[config.mk]
export PLATFORM = sky130hd
export DESIGN_NAME = pctc_card_ctrl
export DESIGN_NICKNAME = d
export VERILOG_FILES = /design/src/hw/pctc_pkg.sv /design/src/hw/pctc_card_ctrl.sv
export VERILOG_INCLUDE_DIRS = /design/src /design/src/hw
export SDC_FILE = /design/constraint.sdc
export NUM_CORES = 1
export LEC_CHECK = 0
export BUFFER_PORTS_ARGS = -buffer_cell sky130_fd_sc_hd__buf_2
export CAP_MARGIN = 20
export CORE_MARGIN = 4
export CORE_UTILIZATION = 50
export DETAILED_ROUTE_END_ITERATION = 8
export PLACE_DENSITY = 0.79
export REMOVE_ABC_BUFFERS = 1
export SYNTH_ARGS = -nofsm -noshare
export SYNTH_HDL_FRONTEND = slang
export SYNTH_SLANG_ARGS = --single-unit
[constraint.sdc]
create_clock -name sys_clk -period 5.9 [get_ports sys_clk]
set_input_delay 0.885 -clock sys_clk [delete_from_list [all_inputs] [get_ports sys_clk]]
set_output_delay 0.885 -clock sys_clk [all_outputs]
set_load 0.03 [all_outputs]
[src/hw/pctc_defs.svh]
// Offsets, codes, field positions and mode values of the card transfer controller
`ifndef PCTC_DEFS_SVH
`define PCTC_DEFS_SVH

`define PCTC_OFS_CMD 12'h000
`define PCTC_OFS_MODE 12'h004
`define PCTC_OFS_STAT 12'h008
`define PCTC_OFS_TRIP 12'h00c

`define PCTC_CODE_SAVE 14'h03e8
`define PCTC_CODE_BOOT_WR 14'h07d1
`define PCTC_CODE_DIFF_WR 14'h0fa1
`define PCTC_CODE_SUP_CLR 14'h2553
`define PCTC_CODE_SUP_SET 14'h25c2
`define PCTC_CODE_RO_CLR 14'h2631
`define PCTC_CODE_RO_SET 14'h26a0
`define PCTC_CODE_ERASE_ALL 14'h270f
`define PCTC_CODE_DIV 14'h03e8
`define PCTC_DIGIT_LOAD 4'h6
`define PCTC_DIGIT_ERASE 4'h7
`define PCTC_DIGIT_CMP 4'h8

`define PCTC_MODE_NONE 3'h0
`define PCTC_MODE_READ 3'h1
`define PCTC_MODE_PROG 3'h2
`define PCTC_MODE_AUTO 3'h3
`define PCTC_MODE_BOOT 3'h4
`define PCTC_TYPE_MIN 3'h1
`define PCTC_TYPE_MAX 3'h4
`define PCTC_BLOCK_ONE 10'h001

`define PCTC_TRIP_OPT 0
`define PCTC_TRIP_RATING 1
`define PCTC_TRIP_DMODE 2
`define PCTC_TRIP_CMP 3
`define PCTC_TRIP_RO 4
`define PCTC_TRIP_SWAP 5
`define PCTC_TRIP_W 6

`endif

[src/hw/pctc_pkg.sv]
// Types of the card transfer controller
package pctc_pkg;
    typedef enum logic [2:0] {
        ST_IDLE = 3'b001,
        ST_HDR = 3'b010,
        ST_XFER = 3'b100
    } pctc_state_type;

    typedef enum logic [3:0] {
        OP_NONE = 4'h0, OP_WR_DIFF = 4'h1, OP_WR_BOOT = 4'h2, OP_WR_FULL = 4'h3,
        OP_WR_MENU0 = 4'h4, OP_RD_HDR = 4'h5, OP_LOAD = 4'h6, OP_COMPARE = 4'h7,
        OP_ERASE = 4'h8, OP_ERASE_ALL = 4'h9, OP_SET_RO = 4'ha, OP_CLR_RO = 4'hb
    } pctc_op_type;

    typedef struct packed {
        pctc_state_type st;
        pctc_op_type op;
        pctc_op_type pend;
        logic [9:0] blk;
        logic req;
        logic [13:0] cmd;
        logic [2:0] mode;
        logic [5:0] trips;
        logic suppress;
        logic skipOpt;
        logic skipRating;
        logic wrInd;
        logic bootInd;
        logic saveNv;
        logic clrMode;
        logic clrCmd;
        logic noSwap;
        logic isBoot;
        logic cardWas;
        logic modeNv;
        logic modeCard;
        logic rdy;
        logic slverr;
        logic [31:0] rdata;
    } pctc_regs_type;
endpackage
[src/hw/pctc_card_ctrl.sv]
// Card command interpreter and cloning mode sequencer with APB register access
// Operation
// - A command code acts only when a drive reset follows.
// - Program mode plus reset writes differences to block one, like 4001.
// - Program action completion clears the cloning mode; block one overwritten silently.
// - Program and auto modes keep all card trips except card swap; code-started transfers such as 1000 in auto mode still raise it.
// - 6yyy loads block yyy into RAM and the non-volatile store.
// - Option category mismatch leaves those menus default and raises option trip.
// - Voltage or current rating difference raises rating trip.
// - Voltage difference skips rating parameters; current-only difference still transfers them.
// - Read mode plus reset loads block one, like 6001.
// - Successful read clears the cloning mode and saves to non-volatile store.
// - Auto mode plus reset writes full clonable parameter set to card.
// - Auto mode updates changed menu zero items; 1000 plus reset saves all.
// - Card removal in auto mode clears the cloning mode.
// - Auto mode: every parameter save also updates the card.
// - Auto mode at power-up writes full set showing card-write indication.
// - Auto mode keeps the cloning mode in own store, not on card.
// - Boot load at power-up needs card, block one, type 1..4, boot.
// - Boot load shows indication; drive mode mismatch trips, transfers nothing.
// - Boot mode stored on card, never copied back into cloning mode.
// - 2001 plus reset makes bootable block one once, overwriting.
// - 8yyy compares; match clears command, mismatch raises compare trip.
// - 7yyy erases block yyy; 9999 erases all blocks.
// - 9666 sets, 9555 clears suppression; suppresses option/rating trips, skips data.
// - Read-only card accepts only 6yyy and 9777; writes trip; 9888 sets.
//
// Local design decisions: the register addresses and the APB interface to the registers.
`timescale 1ns/1ps
`default_nettype none
`include "pctc_defs.svh"

module pctc_card_ctrl (
    input wire logic sys_clk,
    input wire logic sys_rst,
    input wire logic psel,
    input wire logic penable,
    input wire logic pwrite,
    input wire logic [11:0] paddr,
    input wire logic [31:0] pwdata,
    output logic [31:0] prdata,
    output logic pready,
    output logic pslverr,
    input wire logic driveReset,
    input wire logic powerUp,
    input wire logic paramSaved,
    input wire logic menu0Changed,
    input wire logic cardPresent,
    input wire logic cardReadOnly,
    input wire logic cardDone,
    input wire logic cardBlk1Exists,
    input wire logic [2:0] cardBlk1Type,
    input wire logic [2:0] cardMode,
    input wire logic optDiff,
    input wire logic voltDiff,
    input wire logic currDiff,
    input wire logic modeDiff,
    input wire logic cmpDiff,
    output pctc_pkg::pctc_op_type cardOp,
    output logic [9:0] cardBlock,
    output logic cardReq,
    output logic skipOptMenus,
    output logic skipRatingParams,
    output logic saveToNv,
    output logic cardWriteInd,
    output logic bootLoadInd,
    output logic modeToNv,
    output logic modeToCard
);
    import pctc_pkg::*;

    pctc_regs_type s;
    pctc_regs_type next_s;
    pctc_op_type op;
    logic [9:0] blkv;
    logic hdr;
    logic fromMode;
    logic noSwap;
    logic bootLoad;
    logic [3:0] thou;
    logic [9:0] yyy;
    logic [5:0] tset;
    logic [5:0] tclr;
    logic apbWr;
    logic busy;
    logic isWriteOp;

    assign apbWr = psel & penable & s.rdy & pwrite;
    assign busy = (s.st != ST_IDLE);

    always_comb begin
        next_s = s;
        op = OP_NONE;
        blkv = `PCTC_BLOCK_ONE;
        hdr = 1'b0;
        fromMode = 1'b0;
        noSwap = 1'b0;
        bootLoad = 1'b0;
        tset = '0;
        tclr = '0;
        isWriteOp = 1'b0;
        thou = 4'(s.cmd / `PCTC_CODE_DIV);
        yyy = 10'(s.cmd % `PCTC_CODE_DIV);
        next_s.saveNv = 1'b0;
        next_s.slverr = 1'b0;
        next_s.cardWas = cardPresent;

        if (s.st == ST_IDLE) begin
            if (driveReset && s.cmd != 14'h0000) begin
                // Codes only act on the reset that follows them
                if (s.cmd == `PCTC_CODE_DIFF_WR) begin
                    op = OP_WR_DIFF;
                end else if (s.cmd == `PCTC_CODE_BOOT_WR) begin
                    op = OP_WR_BOOT;
                end else if (s.cmd == `PCTC_CODE_SAVE) begin
                    next_s.saveNv = 1'b1;
                    next_s.cmd = 14'h0000;
                    if (s.mode == `PCTC_MODE_AUTO || s.mode == `PCTC_MODE_BOOT) begin
                        op = OP_WR_FULL;
                    end
                end else if (thou == `PCTC_DIGIT_LOAD && yyy != 10'h000) begin
                    op = OP_LOAD;
                    blkv = yyy;
                    hdr = 1'b1;
                end else if (thou == `PCTC_DIGIT_ERASE && yyy != 10'h000) begin
                    op = OP_ERASE;
                    blkv = yyy;
                end else if (thou == `PCTC_DIGIT_CMP && yyy != 10'h000) begin
                    op = OP_COMPARE;
                    blkv = yyy;
                end else if (s.cmd == `PCTC_CODE_ERASE_ALL) begin
                    op = OP_ERASE_ALL;
                end else if (s.cmd == `PCTC_CODE_RO_SET) begin
                    op = OP_SET_RO;
                end else if (s.cmd == `PCTC_CODE_RO_CLR) begin
                    op = OP_CLR_RO;
                end else if (s.cmd == `PCTC_CODE_SUP_SET && !cardReadOnly) begin
                    next_s.suppress = 1'b1;
                    next_s.cmd = 14'h0000;
                end else if (s.cmd == `PCTC_CODE_SUP_CLR && !cardReadOnly) begin
                    next_s.suppress = 1'b0;
                    next_s.cmd = 14'h0000;
                end
                // Anything else falls through untouched
            end else if (driveReset) begin
                case (s.mode)
                    `PCTC_MODE_READ: begin
                        op = OP_LOAD;
                        hdr = 1'b1;
                        fromMode = 1'b1;
                    end
                    `PCTC_MODE_PROG: begin
                        op = OP_WR_DIFF;
                        fromMode = 1'b1;
                        noSwap = 1'b1;
                    end
                    `PCTC_MODE_AUTO, `PCTC_MODE_BOOT: begin
                        op = OP_WR_FULL;
                        noSwap = 1'b1;
                    end
                    default: begin
                        op = OP_NONE;
                    end
                endcase
            end else if (powerUp && s.mode == `PCTC_MODE_AUTO) begin
                op = OP_WR_FULL;
                noSwap = 1'b1;
                next_s.wrInd = 1'b1;
            end else if (powerUp && s.mode == `PCTC_MODE_BOOT) begin
                if (cardPresent && cardBlk1Exists && cardBlk1Type >= `PCTC_TYPE_MIN
                    && cardBlk1Type <= `PCTC_TYPE_MAX && cardMode == `PCTC_MODE_BOOT) begin
                    op = OP_LOAD;
                    hdr = 1'b1;
                    bootLoad = 1'b1;
                    next_s.bootInd = 1'b1;
                end
            end else if (s.mode == `PCTC_MODE_AUTO || s.mode == `PCTC_MODE_BOOT) begin
                if (paramSaved) begin
                    op = OP_WR_FULL;
                    noSwap = 1'b1;
                end else if (menu0Changed) begin
                    op = OP_WR_MENU0;
                    noSwap = 1'b1;
                end
            end

            isWriteOp = (op != OP_NONE) && (op != OP_LOAD) && (op != OP_CLR_RO);
            // A protected card takes only loads and the unprotect code
            if (cardReadOnly && isWriteOp) begin
                if (op != OP_COMPARE) begin
                    tset[`PCTC_TRIP_RO] = 1'b1;
                end
                op = OP_NONE;
                next_s.wrInd = 1'b0;
            end

            if (op != OP_NONE) begin
                next_s.pend = op;
                next_s.op = hdr ? OP_RD_HDR : op;
                next_s.blk = blkv;
                next_s.req = 1'b1;
                next_s.st = hdr ? ST_HDR : ST_XFER;
                next_s.clrMode = fromMode;
                next_s.clrCmd = (s.cmd != 14'h0000);
                next_s.noSwap = noSwap;
                next_s.isBoot = bootLoad;
                next_s.skipOpt = 1'b0;
                next_s.skipRating = 1'b0;
            end
        end else if (s.st == ST_HDR) begin
            if (cardDone) begin
                if (s.isBoot && modeDiff) begin
                    tset[`PCTC_TRIP_DMODE] = 1'b1;
                    next_s.req = 1'b0;
                    next_s.op = OP_NONE;
                    next_s.st = ST_IDLE;
                    next_s.bootInd = 1'b0;
                end else begin
                    // Mismatched menus stay default either way; only the trip is optional
                    next_s.skipOpt = optDiff;
                    next_s.skipRating = voltDiff | (s.suppress & currDiff);
                    tset[`PCTC_TRIP_OPT] = optDiff & ~s.suppress;
                    tset[`PCTC_TRIP_RATING] = (voltDiff | currDiff) & ~s.suppress;
                    next_s.op = s.pend;
                    next_s.st = ST_XFER;
                end
            end
        end else begin
            if (cardDone) begin
                next_s.req = 1'b0;
                next_s.op = OP_NONE;
                next_s.st = ST_IDLE;
                next_s.wrInd = 1'b0;
                next_s.bootInd = 1'b0;
                next_s.skipOpt = 1'b0;
                next_s.skipRating = 1'b0;
                if (s.op == OP_COMPARE && cmpDiff) begin
                    tset[`PCTC_TRIP_CMP] = 1'b1;
                end else if (s.clrCmd) begin
                    next_s.cmd = 14'h0000;
                end
                if (s.op == OP_LOAD) begin
                    next_s.saveNv = 1'b1;
                end
                if (s.clrMode) begin
                    next_s.mode = `PCTC_MODE_NONE;
                end
            end
        end

        // Card pulled out
        if (s.cardWas && !cardPresent) begin
            if (s.mode == `PCTC_MODE_AUTO) begin
                next_s.mode = `PCTC_MODE_NONE;
            end
            if (busy && !s.noSwap) begin
                tset[`PCTC_TRIP_SWAP] = 1'b1;
            end
        end

        // APB: two-cycle access phase, data registered with pready
        next_s.rdy = psel & penable & ~s.rdy;
        if (psel && penable && !s.rdy) begin
            next_s.slverr = 1'b0;
            case (paddr)
                `PCTC_OFS_CMD: next_s.rdata = {18'h00000, s.cmd};
                `PCTC_OFS_MODE: next_s.rdata = {29'h00000000, s.mode};
                `PCTC_OFS_STAT: next_s.rdata = {27'h0000000, busy, s.bootInd, s.wrInd, s.suppress, cardReadOnly};
                `PCTC_OFS_TRIP: next_s.rdata = {26'h0000000, s.trips};
                default: begin
                    next_s.rdata = 32'h00000000;
                    next_s.slverr = 1'b1;
                end
            endcase
        end
        if (apbWr) begin
            case (paddr)
                `PCTC_OFS_CMD: next_s.cmd = pwdata[13:0];
                `PCTC_OFS_MODE: next_s.mode = pwdata[2:0];
                `PCTC_OFS_TRIP: tclr = pwdata[5:0];
                default: tclr = '0;
            endcase
        end
        // Hardware set beats a software clear in the same cycle
        next_s.trips = (s.trips & ~tclr) | tset;
        // Boot value goes to the card header; loads never write the cloning mode back
        next_s.modeNv = (next_s.mode == `PCTC_MODE_AUTO) | (next_s.mode == `PCTC_MODE_BOOT);
        next_s.modeCard = (next_s.mode == `PCTC_MODE_BOOT);
    end

    always_ff @(posedge sys_clk) begin
        if (sys_rst) begin
            s <= '0;
            s.st <= ST_IDLE;
            s.op <= OP_NONE;
            s.pend <= OP_NONE;
            s.mode <= `PCTC_MODE_NONE;
        end else begin
            s <= next_s;
        end
    end

    assign prdata = s.rdata;
    assign pready = s.rdy;
    assign pslverr = s.slverr;
    assign cardOp = s.op;
    assign cardBlock = s.blk;
    assign cardReq = s.req;
    assign skipOptMenus = s.skipOpt;
    assign skipRatingParams = s.skipRating;
    assign saveToNv = s.saveNv;
    assign cardWriteInd = s.wrInd;
    assign bootLoadInd = s.bootInd;
    assign modeToNv = s.modeNv;
    assign modeToCard = s.modeCard;
endmodule

`default_nettype wire

## After elaboration in Yosys (flattened, before gate mapping)

Index checks and enable logic that the tools add are counted.

- Flip-flop bits (word level): 92
- Input bits: 68
- Output and inout port bits: 56
- Logic and storage cells: 269

- Divide/modulo/power cells: 2
- Magnitude comparators: 2
- Equality and inequality tests: 41
- Muxes and demuxes: 130
- Bitwise logic cells: 25
- Reduce and logical (&&, ||, !) cells: 45

Operator list:

| cell | number |
|---|---|
| $mux 14 | 15 |
| $mux 4 | 18 |
| $eq 14x14->1 const B | 5 |
| $mux 10 | 7 |
| $pmux 14 s4 | 1 |
| $mux 18 | 3 |
| $mux 1 | 52 |
| $mux 3 | 12 |
| $mux 7 | 5 |
| $mux 17 | 2 |
| $eq 12x4->1 const B | 2 |
| $mux 22 | 1 |
| $logic_and 1x1->1 | 21 |
| $eq 4x3->1 const B | 4 |
| $mux 2 | 8 |
| $mux 15 | 1 |
| $div 14x10->14 const B | 1 |
| $eq 14x10->1 const B | 1 |
| $eq 14x11->1 const B | 1 |
| $eq 14x12->1 const B | 1 |
| $mod 14x10->14 const B | 1 |
| $reduce_bool 14->1 | 1 |
| $eq 12x3->1 const B | 1 |
| $eq 3x2->1 const B | 4 |
| other kinds (35) | 77 |

## Longest topological paths before layout

- Depth in word-level cells: 25
- Depth in mapped cells: 21
- Gate-level depth less buffers: 16

## Least setup slack after synthesis

OpenSTA, ideal clock, no wires.

- Path type: register to register
- Start: reg s[62] in the netlist's numbering
- End: reg s (netlist bit cardOp[0])
- Library setup time: 0.130 ns
- Arrival: 4.938 ns
- Required time: 5.770 ns
- Setup slack: 0.831 ns
- Stages on the path, launching flop included: 21
- Path buffers: 5
- Period minus slack after synthesis: 5.069 ns
- Cell sequence: dfxtp_1 buf_2 mux2_2 o22a_1 clkbuf_1 o211ai_1 o31ai_1 or2_2 buf_4 a311oi_1 o2bb2ai_1 a31oi_1 or4_4 or4b_1 o21a_1 or4_4 and3_1 buf_6 buf_6 a21oi_1 o22ai_1

- Word-level cells in the longest chain between the ends: 21
- Elaborated cells on any way between the ends: 48
- Those cells by class: 2 x div; 12 x eq/ne; 22 x mux; 12 x reduce/logical

RTL lines:

| what | line | text |
|---|---|---|
| from (decl) | pctc_card_ctrl.sv:72 | `pctc_regs_type s;` |
| from (signal assigned) | pctc_card_ctrl.sv:299 | `s <= next_s;` |
| branches (longest 21 deep; another with $mod 14x10->14) | -- |  |

Several ways; the timed one is not identified. The select of a mux whose other input is x is not followed.
A chain may end at the register's enable or synchronous reset.

## Worst setup path in the final report

- Start: reg s[63] in the netlist's numbering
- End: reg s (netlist bit cardBlock[0])

- Word-level cells in the longest chain between the ends: 20
- Elaborated cells on any way between the ends: 45
- Those cells by class: 2 x div; 11 x eq/ne; 20 x mux; 12 x reduce/logical

RTL lines:

| what |
|---|
| branches (longest 20 deep; another with $mod 14x10->14) |

Several ways; the timed one is not identified. The select of a mux whose other input is x is not followed.

==> metrics.yaml <==
grt:
  grt_usage: 0.241
  grt_overflow: 0
  grt_max_degree: 75
  grt_pass1_vias: 5275
  grt_pass1_wl_microns: 25600
  antenna_found_initial: 0
floorplan:
  die_area_sq_um: 12700
  die_h_microns: 113
  io_pins: 124
  die_w_microns: 113
  core_sq_um: 10500
  rows: 37
  initial_core_util: 0.522
logic_synthesis:
  synth_cell_types: 78
  netlist_instances: 733
  synth_ff_type: "dfxtp_1"
  syn_avg_cell_area_sq_um: 7.45
  ys_async_sr_fraction: 0
  yosysSeqAreaShare: 0.271
  syn-cell-area_sq_um: 5460
  synth-edff-count: 0
  ys_warn_count: 0
  ys_ff_latch: 74
critical_path:
  end_kind: "flop"
  critPathSlowestCell: "or4_1"
  r2r_slack_ps: 240
  worstPathRequired_ps: 6170
  cp.arrival_ps: 5930
  max_stage_delay_ps: 640
  worstPathMaxFanout: 12
  worstPathCellList: "or2_2, maj3_2, o211ai_1, buf_4, nand2_1, o311ai_0, nand3_1, or4_1, nand2_1, o311ai_1, or4b_1, o21a_1, or4_4, and3_1, buf_4, a311oi_1"
  worst-setup-path-type: "flop to flop"
  startpoint_type: "flop"
cells_and_area:
  utilization: 0.580
  drive_above_1_share: 0.217
  final_design_area_no_fill_sq_um: 6070
  regArea_sq_um: 1480
  multiInputGateArea_sq_um: 3470
  nFillCells: 970
  nets: 855
  area_delta_synth_final_pct: 11.2
  final_cell_mix: "buf_2 (87), nor2_1 (76), nand2_1 (74), dfxtp_1 (74), a21oi_1 (54)"
  fin_cells: 928
  insertedDiodeCount: 0
  layout_commonest_cell: "buf_2"
timing:
  final_hold_viol_count: 0
  fin_crit_sh: 0.959
  setup_viol: 0
  setup_ws_ps: 241
  slew-limit-headroom: 0.428
  period_needed_ps: 5660
  tightest_slew_ps: 847
  skew_ps: 12.2
  max_freq_mhz: 177
  drv_slew: 0
detailed_routing:
  initialDrtViolationCount: 501
  dr.pass1.iters: 5
  via_per_inst: 6.20
  postRouteAntennaNets: 0
  wl_per_cell_microns: 17.0
  drc: 0
  routed_wirelength_microns: 15800
  vias: 5749
clocking:
  htree_levels: 3
  cts_tree: "done"
  numCtsBuffers: 9
  clockRootBuffer: "clkbuf_8"
  clkLatencyLatePin_ps: 360
  cts_buffer_depth: 2
  clock-sinks: 74
  cts.clk_slew.worst_paths_ps: 90
run_status:
  run_status: "completed"
placement:
  dp_hpwl_microns: 11800
  io_buffers: 87
  place_area_sq_um: 5790
  dp.cells: 910
  gp_congestion: 0.928
  dpl_worst_slack_ps: 138
power_and_ir_drop:
  ir_worst_vdd_uv: 159
  p_per_area_nw_per_um2: 184
  power.leakage_nw: 2.44
  p_total_mw: 1.12
min_path:
  hold_class: "flop to flop"
run:
  drv_cap: 0
registers in the layout (all words and copies together), names as in the netlist:
register,count
skipRatingParams,1
pslverr,1
pready,1
modeToNv,1
cardOp,4
bootLoadInd,1
cardBlock,10
saveToNv,1
prdata,14
skipOptMenus,1
cardWriteInd,1
modeToCard,1
s,36
cardReq,1
Yosys cell counts, drive strengths merged, types with 4 or more instances:
library cell   n  area [sq um]
nor2          77           289
dfxtp         74          1480
nand2         74           278
buf           67           478
a21oi         54           270
nand3         39           195
nor3          30           165
clkbuf        27           101
o21ai         24           120
a22oi         21           158
inv           15          56.3
nand4         13          81.3
a31oi         12          90.1
nand2b        12          75.1
and2          11          68.8
and3          10          62.6
o211ai         9          67.6
xnor2          9          78.8
a211oi         8          65.1
nor4           8          50.1
o21a           7          52.6
or2            7          43.8
or3            7          43.8
nor2b          6          37.5
o31a           6          52.6
or4            6          52.6
a211o          5          43.8
mux2i          5          50.1
nor3b          5          37.5
o2111a         5          56.3
o31ai          5          37.5
a21o           4          30.0
a311oi         4          35.0
a32o           4          40.0
a32oi          4          35.0
nor4b          4          41.3
o211a          4          40.0
o22ai          4          25.0
o311ai         4          35.0
metrics by stage:
stage	setup TNS [ps]	hold slack [ps]
global route	-1.29	483
global placement	0	438
floorplan	0	427
detailed placement	0	446
finish	0	459
CTS	0	458
cell families after synthesis:
group / after synthesis / share of synthesized area
flops: 74 / 0.271
simple gates: 317 / 0.291
buf+inv: 109 / 0.116
compound gates: 209 / 0.273
xor+xnor: 11 / 0.0176
other cells: 1 / 0.000686
fa+ha+maj: 2 / 0.00389
mux: 10 / 0.0257
metal layers:
layer	up-vias	track usage	part of all wire
li1	2754	-	-
met1	2708	0.338	0.45
met2	260	0.388	0.46
met3	27	0.0383	0.070
met4	0	0.0601	0.014
met5	-	0	0
where the power goes:
part / internal, mW / leakage [nW] / switching [mW]
combinational: 0.0569 / 1.75 / 0.115
clock: 0.203 / 0.0988 / 0.219
sequential: 0.513 / 0.599 / 0.0110
total: 0.773 / 2.44 / 0.345
worst max-delay path: cells and delay by family (launching register included):
family | cells | cell delay, ps
adders and majority gates | 1 | 300
buffers and inverters | 2 | 450
AOI/OAI and AO/OA | 5 | 1390
and+or+nand+nor | 8 | 3030
DFF | 1 | 410
timing repair:
action,CTS,global route
hold buffers,0,0
setup buffers,0,2
setup endpoints to repair,0,27
gates resized for setup,0,11
area by class of cell:
cell class	instances	area share
Clock buffer	9	0.0204
Clock inverter	7	0.0136
Inverter	15	0.00927
Multi-Input combinational cell	567	0.572
Sequential cell	74	0.244
Tap cell	136	0.0280
Timing Repair Buffer	120	0.113
final timing paths:
check / startpoint / to / cells past startpoint
hold / removal: prdata[5] / prdata[5] / 2
hold reg to reg: prdata[5] / prdata[5] / 2
setup reg to reg: s[63] / cardBlock[0] / 16
setup / recovery: s[63] / cardBlock[0] / 16
(Power assumes the default switching activity.)
